==> src/core/gpomx_pkg.sv <==
package gpomx_pkg;
    // register map: offset 0x12 is not a multiple of four, so it is an index
    localparam logic [7:0] CTL_INDEX = 8'h12;
    localparam logic [7:0] CTL_RESET = 8'h00;
    localparam logic [9:0] CTL_BYTE_ADDR = 10'h048; // index times four
    localparam int SEL_HI = 7;
    localparam int SEL_LO = 5;
    localparam int SRC_HI = 4;
    localparam int SRC_LO = 2;
    localparam int VAL_BIT = 1;
    localparam int EN_BIT = 0;
    // source group codes
    localparam logic [2:0] SRC_RX_MAX = 3'h3;
    localparam logic [2:0] SRC_STATUS = 3'h4;
    localparam logic [2:0] SRC_TX0 = 3'h6;
    localparam logic [2:0] SRC_TX1 = 3'h7;
    // select codes
    localparam logic [2:0] SEL_0 = 3'h0;
    localparam logic [2:0] SEL_1 = 3'h1;
    localparam logic [2:0] SEL_2 = 3'h2;
    localparam logic [2:0] SEL_3 = 3'h3;
    localparam logic [2:0] SEL_4 = 3'h4;
    localparam logic [2:0] SEL_5 = 3'h5;
    localparam logic [2:0] SEL_6 = 3'h6;
    localparam logic [2:0] SEL_7 = 3'h7;
    localparam int RX_PORTS = 4;
    localparam int TX_PORTS = 2;
    localparam logic [1:0] RESP_OKAY = 2'h0;
    localparam logic [1:0] RESP_SLVERR = 2'h2;
endpackage

==> src/core/gpomx_select.sv <==
`timescale 1ns/1ps
// combinational source and signal selection for the pin
module gpomx_select (
    input wire logic [7:0] ctl,
    input wire logic [15:0] rx_remote_pins,
    input wire logic [3:0] rx_lock,
    input wire logic [3:0] rx_pass,
    input wire logic [3:0] rx_enabled,
    input wire logic [3:0] rx_frame_valid,
    input wire logic [3:0] rx_line_valid,
    input wire logic frame_sync_pulse,
    input wire logic [7:0] tx_port_map,
    input wire logic [1:0] tx_frame_active,
    input wire logic [1:0] tx_line_active,
    input wire logic [1:0] tx_synced,
    input wire logic [1:0] tx_irq,
    output logic level
);
    logic [2:0] sel;
    logic [2:0] src;
    logic [1:0] rxi;
    logic txi;
    logic [3:0] tx_sel_mask;
    logic [3:0] lock_en;
    logic [3:0] pass_en;

    assign sel = ctl[gpomx_pkg::SEL_HI:gpomx_pkg::SEL_LO];
    assign src = ctl[gpomx_pkg::SRC_HI:gpomx_pkg::SRC_LO];
    assign rxi = src[1:0];
    assign txi = src[0];
    assign tx_sel_mask = txi ? tx_port_map[7:4] : tx_port_map[3:0];

    // disabled ports drop out of the device-wide combinations; the per-transmit ones ignore rx_enabled
    genvar g;
    generate
        for (g = 0; g < gpomx_pkg::RX_PORTS; g++) begin : g_rx
            assign lock_en[g] = rx_lock[g] | ~rx_enabled[g];
            assign pass_en[g] = rx_pass[g] | ~rx_enabled[g];
        end
    endgenerate

    // group then signal decode
    always_comb begin
        level = 1'b0;
        if (src <= gpomx_pkg::SRC_RX_MAX) begin
            case (sel)
                gpomx_pkg::SEL_0, gpomx_pkg::SEL_1, gpomx_pkg::SEL_2, gpomx_pkg::SEL_3:
                    level = rx_remote_pins[{rxi, sel[1:0]}];
                gpomx_pkg::SEL_4: level = rx_lock[rxi];
                gpomx_pkg::SEL_5: level = rx_pass[rxi];
                gpomx_pkg::SEL_6: level = rx_frame_valid[rxi];
                default: level = rx_line_valid[rxi];
            endcase
        end else if (src == gpomx_pkg::SRC_STATUS) begin
            case (sel)
                gpomx_pkg::SEL_0: level = ctl[gpomx_pkg::VAL_BIT];
                gpomx_pkg::SEL_1: level = |(rx_lock & rx_enabled);
                gpomx_pkg::SEL_2: level = (|rx_enabled) & (&lock_en);
                gpomx_pkg::SEL_3: level = (|rx_enabled) & (&pass_en);
                gpomx_pkg::SEL_4: level = frame_sync_pulse;
                default: level = 1'b0;
            endcase
        end else if (src == gpomx_pkg::SRC_TX0 || src == gpomx_pkg::SRC_TX1) begin
            case (sel)
                gpomx_pkg::SEL_0: level = (|tx_sel_mask) & (&(rx_pass | ~tx_sel_mask));
                gpomx_pkg::SEL_1: level = |(rx_pass & tx_sel_mask);
                gpomx_pkg::SEL_2: level = tx_frame_active[txi];
                gpomx_pkg::SEL_3: level = tx_line_active[txi];
                gpomx_pkg::SEL_4: level = tx_synced[txi];
                gpomx_pkg::SEL_5: level = tx_irq[txi];
                default: level = 1'b0;
            endcase
        end else begin
            level = 1'b0; // reserved group 101
        end
    end
endmodule // gpomx_select

==> src/core/gpomx_top.sv <==
// Local design decision: the AXI4-Lite slave port.
`timescale 1ns/1ps
// Notes on behaviour
// - control register 0x12, 8 bits, reset zero
// - group: rx0-3, status, reserved, tx0, tx1
// - rx group codes 0-3: remote pins
// - rx group codes 4,5: lock, pass
// - rx group codes 6,7: frame, line valid
// - status code 0: software value bit
// - status codes 1,2: OR, AND of locks
// - status code 3: AND of passes
// - tx codes 0,1: AND, OR selected passes
// - tx codes 2,3: sending frame, line
// - bit 1 is the software pin level
// - bit 0 enables the pin driver
module gpomx_top (
    input wire logic clk,
    input wire logic arst_n,
    input wire logic clk_en,
    input wire logic [9:0] s_axi_awaddr,
    input wire logic s_axi_awvalid,
    output logic s_axi_awready,
    input wire logic [31:0] s_axi_wdata,
    input wire logic [3:0] s_axi_wstrb,
    input wire logic s_axi_wvalid,
    output logic s_axi_wready,
    output logic [1:0] s_axi_bresp,
    output logic s_axi_bvalid,
    input wire logic s_axi_bready,
    input wire logic [9:0] s_axi_araddr,
    input wire logic s_axi_arvalid,
    output logic s_axi_arready,
    output logic [31:0] s_axi_rdata,
    output logic [1:0] s_axi_rresp,
    output logic s_axi_rvalid,
    input wire logic s_axi_rready,
    input wire logic [15:0] rx_remote_pins,
    input wire logic [3:0] rx_lock,
    input wire logic [3:0] rx_pass,
    input wire logic [3:0] rx_enabled,
    input wire logic [3:0] rx_frame_valid,
    input wire logic [3:0] rx_line_valid,
    input wire logic frame_sync_pulse,
    input wire logic [7:0] tx_port_map,
    input wire logic [1:0] tx_frame_active,
    input wire logic [1:0] tx_line_active,
    input wire logic [1:0] tx_synced,
    input wire logic [1:0] tx_irq,
    output logic pin_out,
    output logic pin_oe_n
);
    typedef enum logic [2:0] {
        WR_IDLE = 3'b001,
        WR_COLLECT = 3'b010,
        WR_RESP = 3'b100
    } gpomx_wr_state_type;

    gpomx_wr_state_type wr_state_reg, wr_state_next;
    logic aw_have_reg, aw_have_next;
    logic w_have_reg, w_have_next;
    logic [9:0] aw_addr_reg, aw_addr_next;
    logic [7:0] w_data_reg, w_data_next;
    logic w_strb_reg, w_strb_next;
    logic [1:0] bresp_reg, bresp_next;
    logic [7:0] ctl_reg, ctl_next;
    logic rvalid_reg, rvalid_next;
    logic [31:0] rdata_reg, rdata_next;
    logic [1:0] rresp_reg, rresp_next;
    logic pin_out_reg, pin_out_next;
    logic pin_oe_n_reg, pin_oe_n_next;
    logic awready_reg, awready_next;
    logic wready_reg, wready_next;
    logic bvalid_reg, bvalid_next;
    logic arready_reg, arready_next;
    logic sel_level;
    logic aw_take, w_take;

    // bus handshake outputs come straight from their flip-flops
    assign s_axi_awready = awready_reg;
    assign s_axi_wready = wready_reg;
    assign s_axi_bvalid = bvalid_reg;
    assign s_axi_bresp = bresp_reg;
    assign s_axi_arready = arready_reg;
    assign s_axi_rvalid = rvalid_reg;
    assign s_axi_rdata = rdata_reg;
    assign s_axi_rresp = rresp_reg;
    assign pin_out = pin_out_reg;
    assign pin_oe_n = pin_oe_n_reg;
    assign aw_take = s_axi_awvalid && s_axi_awready;
    assign w_take = s_axi_wvalid && s_axi_wready;

    gpomx_select u_select (
        .ctl(ctl_reg),
        .rx_remote_pins(rx_remote_pins),
        .rx_lock(rx_lock),
        .rx_pass(rx_pass),
        .rx_enabled(rx_enabled),
        .rx_frame_valid(rx_frame_valid),
        .rx_line_valid(rx_line_valid),
        .frame_sync_pulse(frame_sync_pulse),
        .tx_port_map(tx_port_map),
        .tx_frame_active(tx_frame_active),
        .tx_line_active(tx_line_active),
        .tx_synced(tx_synced),
        .tx_irq(tx_irq),
        .level(sel_level)
    );

    // write channel: collect address and data in either order, then respond
    always_comb begin
        wr_state_next = wr_state_reg;
        aw_have_next = aw_have_reg;
        w_have_next = w_have_reg;
        aw_addr_next = aw_addr_reg;
        w_data_next = w_data_reg;
        w_strb_next = w_strb_reg;
        bresp_next = bresp_reg;
        ctl_next = ctl_reg;
        case (wr_state_reg)
            WR_IDLE, WR_COLLECT: begin
                if (aw_take) begin
                    aw_have_next = 1'b1;
                    aw_addr_next = s_axi_awaddr;
                end
                if (w_take) begin
                    w_have_next = 1'b1;
                    w_data_next = s_axi_wdata[7:0];
                    w_strb_next = s_axi_wstrb[0];
                end
                if (aw_have_next && w_have_next) begin
                    aw_have_next = 1'b0;
                    w_have_next = 1'b0;
                    wr_state_next = WR_RESP;
                    if (aw_addr_next[9:2] == gpomx_pkg::CTL_BYTE_ADDR[9:2]) begin
                        bresp_next = gpomx_pkg::RESP_OKAY;
                        if (w_strb_next) begin
                            ctl_next = w_data_next;
                        end
                    end else begin
                        bresp_next = gpomx_pkg::RESP_SLVERR;
                    end
                end else if (aw_have_next || w_have_next) begin
                    wr_state_next = WR_COLLECT;
                end
            end
            WR_RESP: begin
                if (s_axi_bready) begin
                    wr_state_next = WR_IDLE;
                end
            end
            default: wr_state_next = WR_IDLE;
        endcase
        // ready only while the matching half is still missing
        awready_next = (wr_state_next != WR_RESP) && !aw_have_next;
        wready_next = (wr_state_next != WR_RESP) && !w_have_next;
        bvalid_next = (wr_state_next == WR_RESP);
    end

    // read channel: one word, register in low byte, upper bits zero
    always_comb begin
        rvalid_next = rvalid_reg;
        rdata_next = rdata_reg;
        rresp_next = rresp_reg;
        if (rvalid_reg && s_axi_rready) begin
            rvalid_next = 1'b0;
        end else if (s_axi_arvalid && s_axi_arready) begin
            rvalid_next = 1'b1;
            if (s_axi_araddr[9:2] == gpomx_pkg::CTL_BYTE_ADDR[9:2]) begin
                rdata_next = {24'h000000, ctl_reg};
                rresp_next = gpomx_pkg::RESP_OKAY;
            end else begin
                rdata_next = 32'h00000000;
                rresp_next = gpomx_pkg::RESP_SLVERR;
            end
        end
        arready_next = !rvalid_next; // no new read while an answer stands
    end

    // pin driver: enable gates the selected level
    always_comb begin
        pin_oe_n_next = ~ctl_reg[gpomx_pkg::EN_BIT];
        pin_out_next = ctl_reg[gpomx_pkg::EN_BIT] & sel_level;
    end

    // state registers, frozen while clk_en is low
    always_ff @(posedge clk or negedge arst_n) begin
        if (!arst_n) begin
            wr_state_reg <= WR_IDLE;
            aw_have_reg <= 1'b0;
            w_have_reg <= 1'b0;
            aw_addr_reg <= 10'h000;
            w_data_reg <= 8'h00;
            w_strb_reg <= 1'b0;
            bresp_reg <= gpomx_pkg::RESP_OKAY;
            ctl_reg <= gpomx_pkg::CTL_RESET;
            rvalid_reg <= 1'b0;
            rdata_reg <= 32'h00000000;
            rresp_reg <= gpomx_pkg::RESP_OKAY;
            pin_out_reg <= 1'b0;
            pin_oe_n_reg <= 1'b1;
            awready_reg <= 1'b1;
            wready_reg <= 1'b1;
            bvalid_reg <= 1'b0;
            arready_reg <= 1'b1;
        end else if (clk_en) begin
            wr_state_reg <= wr_state_next;
            aw_have_reg <= aw_have_next;
            w_have_reg <= w_have_next;
            aw_addr_reg <= aw_addr_next;
            w_data_reg <= w_data_next;
            w_strb_reg <= w_strb_next;
            bresp_reg <= bresp_next;
            ctl_reg <= ctl_next;
            rvalid_reg <= rvalid_next;
            rdata_reg <= rdata_next;
            rresp_reg <= rresp_next;
            pin_out_reg <= pin_out_next;
            pin_oe_n_reg <= pin_oe_n_next;
            awready_reg <= awready_next;
            wready_reg <= wready_next;
            bvalid_reg <= bvalid_next;
            arready_reg <= arready_next;
        end
    end
endmodule // gpomx_top

==> config.mk <==
export PLATFORM = sky130hd
export DESIGN_NAME = gpomx_top
export DESIGN_NICKNAME = d
export VERILOG_FILES = /design/src/core/gpomx_pkg.sv /design/src/core/gpomx_select.sv /design/src/core/gpomx_top.sv
export SDC_FILE = /design/constraint.sdc
export NUM_CORES = 1
export LEC_CHECK = 0
export ABC_CLOCK_PERIOD_IN_PS = 2100
export BUFFER_PORTS_ARGS = -buffer_cell sky130_fd_sc_hd__buf_2
export CORE_ASPECT_RATIO = 0.8
export CORE_UTILIZATION = 45
export DETAILED_ROUTE_END_ITERATION = 8
export PLACE_DENSITY = 0.88
export SETUP_SLACK_MARGIN = 0.02
export SYNTH_ARGS = -nofsm -noshare
export SYNTH_HDL_FRONTEND = slang
export SYNTH_SLANG_ARGS = --single-unit
==> constraint.sdc <==
create_clock -name clk -period 2.1 [get_ports clk]
set_input_delay 0.315 -clock clk [delete_from_list [all_inputs] [get_ports clk]]
set_output_delay 0.315 -clock clk [all_outputs]
set_load 0.01 [all_outputs]
; Word-level counts from Yosys, hierarchy flattened
; Index checks and enable logic that the tools add are counted.
[totals]
register_bits = 73
out_inout_bits = 43
word_cells = 132
[classes]
magnitude_cmp = 4
n_eq_ne = 16
muxes = 47
bitwise_logic = 22
reduce_logical = 26
[op_table]
columns = operator, count
row1 = two-way mux 1 bit, 28
row2 = == test 3 bit (second input constant), 8
row3 = two-way mux 10 bit, 2
row4 = OR reduction 4 bit, 5
row5 = == test 8 x 5 -> 1 bit (second input constant), 2
row6 = two-way mux 8 bit, 2
row7 = AND reduction 4 bit, 3
row8 = == test 3 x 2 -> 1 bit (second input constant), 3
row9 = two-way mux 3 bit, 3
row10 = bitwise AND 4 bit, 2
row11 = binary-select mux 1 bit (select 2 bit), 4
row12 = OR 1 bit, 8
row13 = logical AND 1 bit, 7
row14 = == test 3 x 1 -> 1 bit (second input constant), 2
row15 = NOT 1 bit, 6
row16 = one-hot mux 1 bit (6 select lines), 1
row17 = one-hot mux 3 bit (2 select lines), 1
row18 = AND reduction 3 bit, 2
row19 = < comparator 4 x 5 -> 1 bit (second input constant), 1
row20 = one-hot mux 1 bit (5 select lines), 1
row21 = AND reduction 5 bit, 1
row22 = bitwise AND 1 bit, 4
row23 = binary-select mux 1 bit (select 4 bit), 1
row24 = two-way mux 2 bit, 2
row25 = other kinds (13), 16

; Logic depth before layout (Yosys ltp)
[logic_depth]
depth_word = 10
ltp_mapped = 8
mapped_depth_nobuf = 6

; Hierarchy
; From an unflattened synthesis, not the netlist that was laid out.
[unflattened]
hier_cells = 260
area_unflattened_um2 = 2927.8
[modules_own_cells]
columns = mod, n_inst, cells_each, area_per_inst_um2, seq_area_each_um2
row1 = gpomx_top, 1, 187, 2263.4, 1182.4
row2 = gpomx_select, 1, 73, 664.4, 0.0

; Worst setup path before layout
; Ideal clock, no wire load.
[synth_path]
path_kind = input -> register
start = input port s_axi_awaddr[7]
end = register ctl_reg[2]
setup_time_ns = 0.119
arrival_ns = 1.820
required_time_ns = 1.981
path_slack_ns = 0.161
stages = 8
n_path_buf = 2
path_cell_list = or4b_1 nor3_1 a31oi_1 or3_1 buf_6 buf_6 nand2_1 o21ai_2
[synth_between]
elab_chain_len = 4
[synth_lines]
columns = element, line
row1 = from (decl), gpomx_top.sv:20  ; input wire logic [9:0] s_axi_awaddr,
row2 = two-way mux 10 bit, gpomx_top.sv:121  ; if (aw_take) begin
row3 = two-way mux 10 bit, gpomx_top.sv:119  ; case (wr_state_reg)
row4 = == test 8 x 5 -> 1 bit, gpomx_top.sv:134  ; if (aw_addr_next[9:2] == gpomx_pkg::CTL_BYTE_ADDR[9:2]) begin
row5 = AND reduction 5 bit (no line), -
row6 = to (signal assigned), gpomx_top.sv:195  ; ctl_reg <= gpomx_pkg::CTL_RESET;
row7 = to (signal assigned), gpomx_top.sv:213  ; ctl_reg <= ctl_next;
row8 = to (decl), gpomx_top.sv:65  ; logic [7:0] ctl_reg, ctl_next;
; Every way passes these cells. The select of a mux whose other input is x is not followed.
; A chain may end at the register's enable or synchronous reset.

; Worst setup path in the final report
[layout_path]
start = register ctl_reg[6]
end = register pin_out_reg (netlist: pin_out)
[layout_between]
elab_chain_len = 6
[layout_lines]
columns = element, line
row1 = branches (longest 4 deep; another with binary-select mux 1 bit (select 4 bit)), -
row2 = two-way mux 1 bit (*), gpomx_select.sv:45  ; if (src <= gpomx_pkg::SRC_RX_MAX) begin
row3 = bitwise AND 1 bit (*), gpomx_top.sv:182  ; pin_out_next = ctl_reg[gpomx_pkg::EN_BIT] & sel_level;
row4 = to (signal assigned), gpomx_top.sv:217  ; pin_out_reg <= pin_out_next;
row5 = to (decl), gpomx_top.sv:69  ; logic pin_out_reg, pin_out_next;
; Mark *: on every way between the ends. The select of a mux whose other input is x is not followed.

==> metrics.yaml <==
status: "complete, no violations"
synth-seq-cells: 47
fp.dieW_um: 91.2
drt-total-wl_um: 6400
start_kind: "flop"
grt_pass1_vias: 2304
critical_path.max_fanout: 16
clkSinkCount: 47
cts_root_buf: "clkbuf_8"
required_ps: 2310
critical_path.endpoint_type: "flop"
cpMostUsedCell: "a211oi_1"
ys_seq_area_share_pct: 41.3
synth_fa_ha_area_share_pct: 0
initial_core_util_pct: 47.5
arrival_ps: 2130
synth_compound_area_share_pct: 15.3
synthXorXnorAreaFrac_pct: 0
synth.area.top_cells: "dfrtp_1, mux2_2, mux4_2"
hold_violations: 0
final_cell_count_no_fill: 463
seq_area_um2: 1180
relSlewSlack_pct: 61.1
holdCritPathClass: "in2async"
timing.fmax_mhz: 523
synth_mux_area_share_pct: 19.6
post-route-util_pct: 57.9
synthFlopType: "dfrtp_1"
finalCriticalPeriod_ps: 1910
synth_edf_count: 0
whs_ps: 93.1
ir_drop_mv: 0.391
synth.most_common_cell: "dfrtp_1"
synth.distinct_cells: 48
yosys_warnings: 0
antenna_found_initial: 0
clkSlewWorstSetupHoldPaths_ps: 90
dieArea_um2: 6690
cts_buffer_depth: 2
dpl.cell_count: 455
fin_skew_ps: 4.07
routabilityCongestion: 0.943
path_class: "reg2reg"
ios: 160
grt_pass1_wl_um: 10800
dr.pass1.iters: 4
grt_setup_unrepaired: "no"
synth_area_per_cell_um2: 10.5
area_growth_pct: 22.1
cts_tree: "done"
yosys.area_share.simple_pct: 13.4
worstMarginPinSlew_ps: 584
yosys-top-cells-count: "dfrtp_1, buf_4, nand2_1, mux2_2, nor2_1"
synth_top_family_by_area: "multiplexers"
cts_buffers: 5
synthCells: 273
fin_nets: 498
die_y_um: 73.4
h-tree-depth: 2
antenna_cells: 0
fillers: 527
drv_slew: 0
core-area_um2: 6040
async_flop_share_pct: 100
vias: 2448
p_total_w: 0.00270
grt_max_degree: 48
avgRoutedWirePerCell_um: 13.8
drv_cap: 0
antenna_left: 0
cpMaxStageDelayCell: "or4bb_1"
drive_above_1_share_pct: 42.4
port_buffers: 102
postCtsSetupBuffers: 0
multi_input_area_um2: 1480
dr.first_iter.drc_count: 160
setup_viol: 0
critPathMaxStageDelay_ps: 610
synthesis.area_um2: 2870
p_leak_nw: 1.69
viasPerCell: 5.29
yosysTopAreaCellShare_pct: 36.7
overflow: 0
synth.largest_area_cell: "dfrtp_1"
insertion_delay_ps: 290
tns_ps: 0
crit_chain: "or4bb_1 > a211oi_1 > nand4_1 > o31ai_1 > a211oi_1 > o2bb2ai_1"
num_rows: 25
drc: 0
dpl.hpwl_um: 5060
p_per_area_nw_per_um2: 773
post-route-period-util_pct: 91.1
postCtsHoldBufs: 0
grt_use_total_pct: 20.5
## layer usage
layer  GRT usage, %  vias to the layer above  share of wire (%)
met5              0                        -                  0
met4           6.00                        0                1.5
met3           3.73                       10                6.0
met2           34.0                      114                 48
met1           27.9                     1146                 45
li1               -                     1178                  -
## placed cells by master, fill, tap and decap left out, types with 2 or more instances in the layout
cell type / synthesis / routed
a31oi_1: 4 / 4
o21ai_1: 6 / 6
mux2_2: 22 / 22
mux4_2: 9 / 9
nor4b_1: 5 / 5
clkbuf_8: 0 / 5
nand2b_1: 5 / 5
dfrtp_2: 0 / 2
buf_4: 26 / 10
o32ai_1: 2 / 2
o21ai_0: 10 / 10
nor2_1: 12 / 12
a21o_1: 3 / 3
conb_1: 1 / 26
nand2_1: 25 / 25
a22o_1: 9 / 9
or4_1: 2 / 2
clkinv_2: 0 / 3
or4b_1: 2 / 2
nand4_1: 2 / 2
a2111oi_0: 3 / 3
nor4_1: 4 / 4
buf_2: 3 / 102
a21oi_1: 9 / 9
dfstp_2: 5 / 5
dfrtp_1: 42 / 40
mux2i_1: 11 / 11
a22oi_1: 2 / 2
inv_1: 11 / 11
o21ai_2: 2 / 2
a211oi_1: 3 / 3
nor2b_1: 8 / 8
## what timing repair did
item / 4_1_cts / 5_1_grt
resized for setup: 0 / 2
hold endpoints to repair: 0 / 0
endpoints found under the setup margin: 0 / 1
## final timing paths
kind | start | end | slack (ps) | cells past startpoint
worst max-delay path | ctl_reg[6] | pin_out | 190 | 6
worst min-delay path | arst_n | s_axi_bvalid | 90 | 2
worst min register to register | aw_have_reg | s_axi_awready | 470 | 1
max in group asynchronous | arst_n | ctl_reg[5] | 1570 | 2
min in group clk | s_axi_rready | s_axi_rvalid | 240 | 2
worst max register to register | ctl_reg[6] | pin_out | 190 | 6
## layout make-up
class / count / share of cell area, %
inverters: 11 / 1.18
clock inverters: 3 / 0.429
clock buffers: 5 / 1.97
flip-flops and latches: 47 / 33.9
multi-input cells: 203 / 42.3
well taps: 81 / 2.90
repair buffers: 113 / 17.3
## where the power goes
part	internal [W]	switching [W]	leakage, nW	total (W)
Clock	0.000228	0.000291	0.0477	0.000519
Combinational	0.000444	0.000394	1.06	0.000839
Sequential	0.00118	0.000166	0.587	0.00135
## critical path: cells and delay by family, from the launching register on
kind	cells	cell delay [ps]
AND/OR/NAND/NOR	2	730
AO/OA/AOI/OAI	4	540
flip-flops	1	560
## metrics by stage
| stage | area, µm² | setup WS [ps] |
|---|---|---|
| 6_report | 3500 | 187 |
| 5_1_grt | 3500 | 55.0 |
| 4_1_cts | 3490 | 56.0 |
| 3_5_place_dp | 3410 | 2.75 |
| 3_3_place_gp | 3410 | 49.8 |
| 2_1_floorplan | 2960 | 161 |
## kinds of logic after synthesis
logic type,Yosys count
DFF,47
buffers and inverters,48
AOI/OAI and AO/OA,63
and+or+nand+nor,72
muxes,42
other,1
Note: power is estimated with default switching activity, not from simulation.
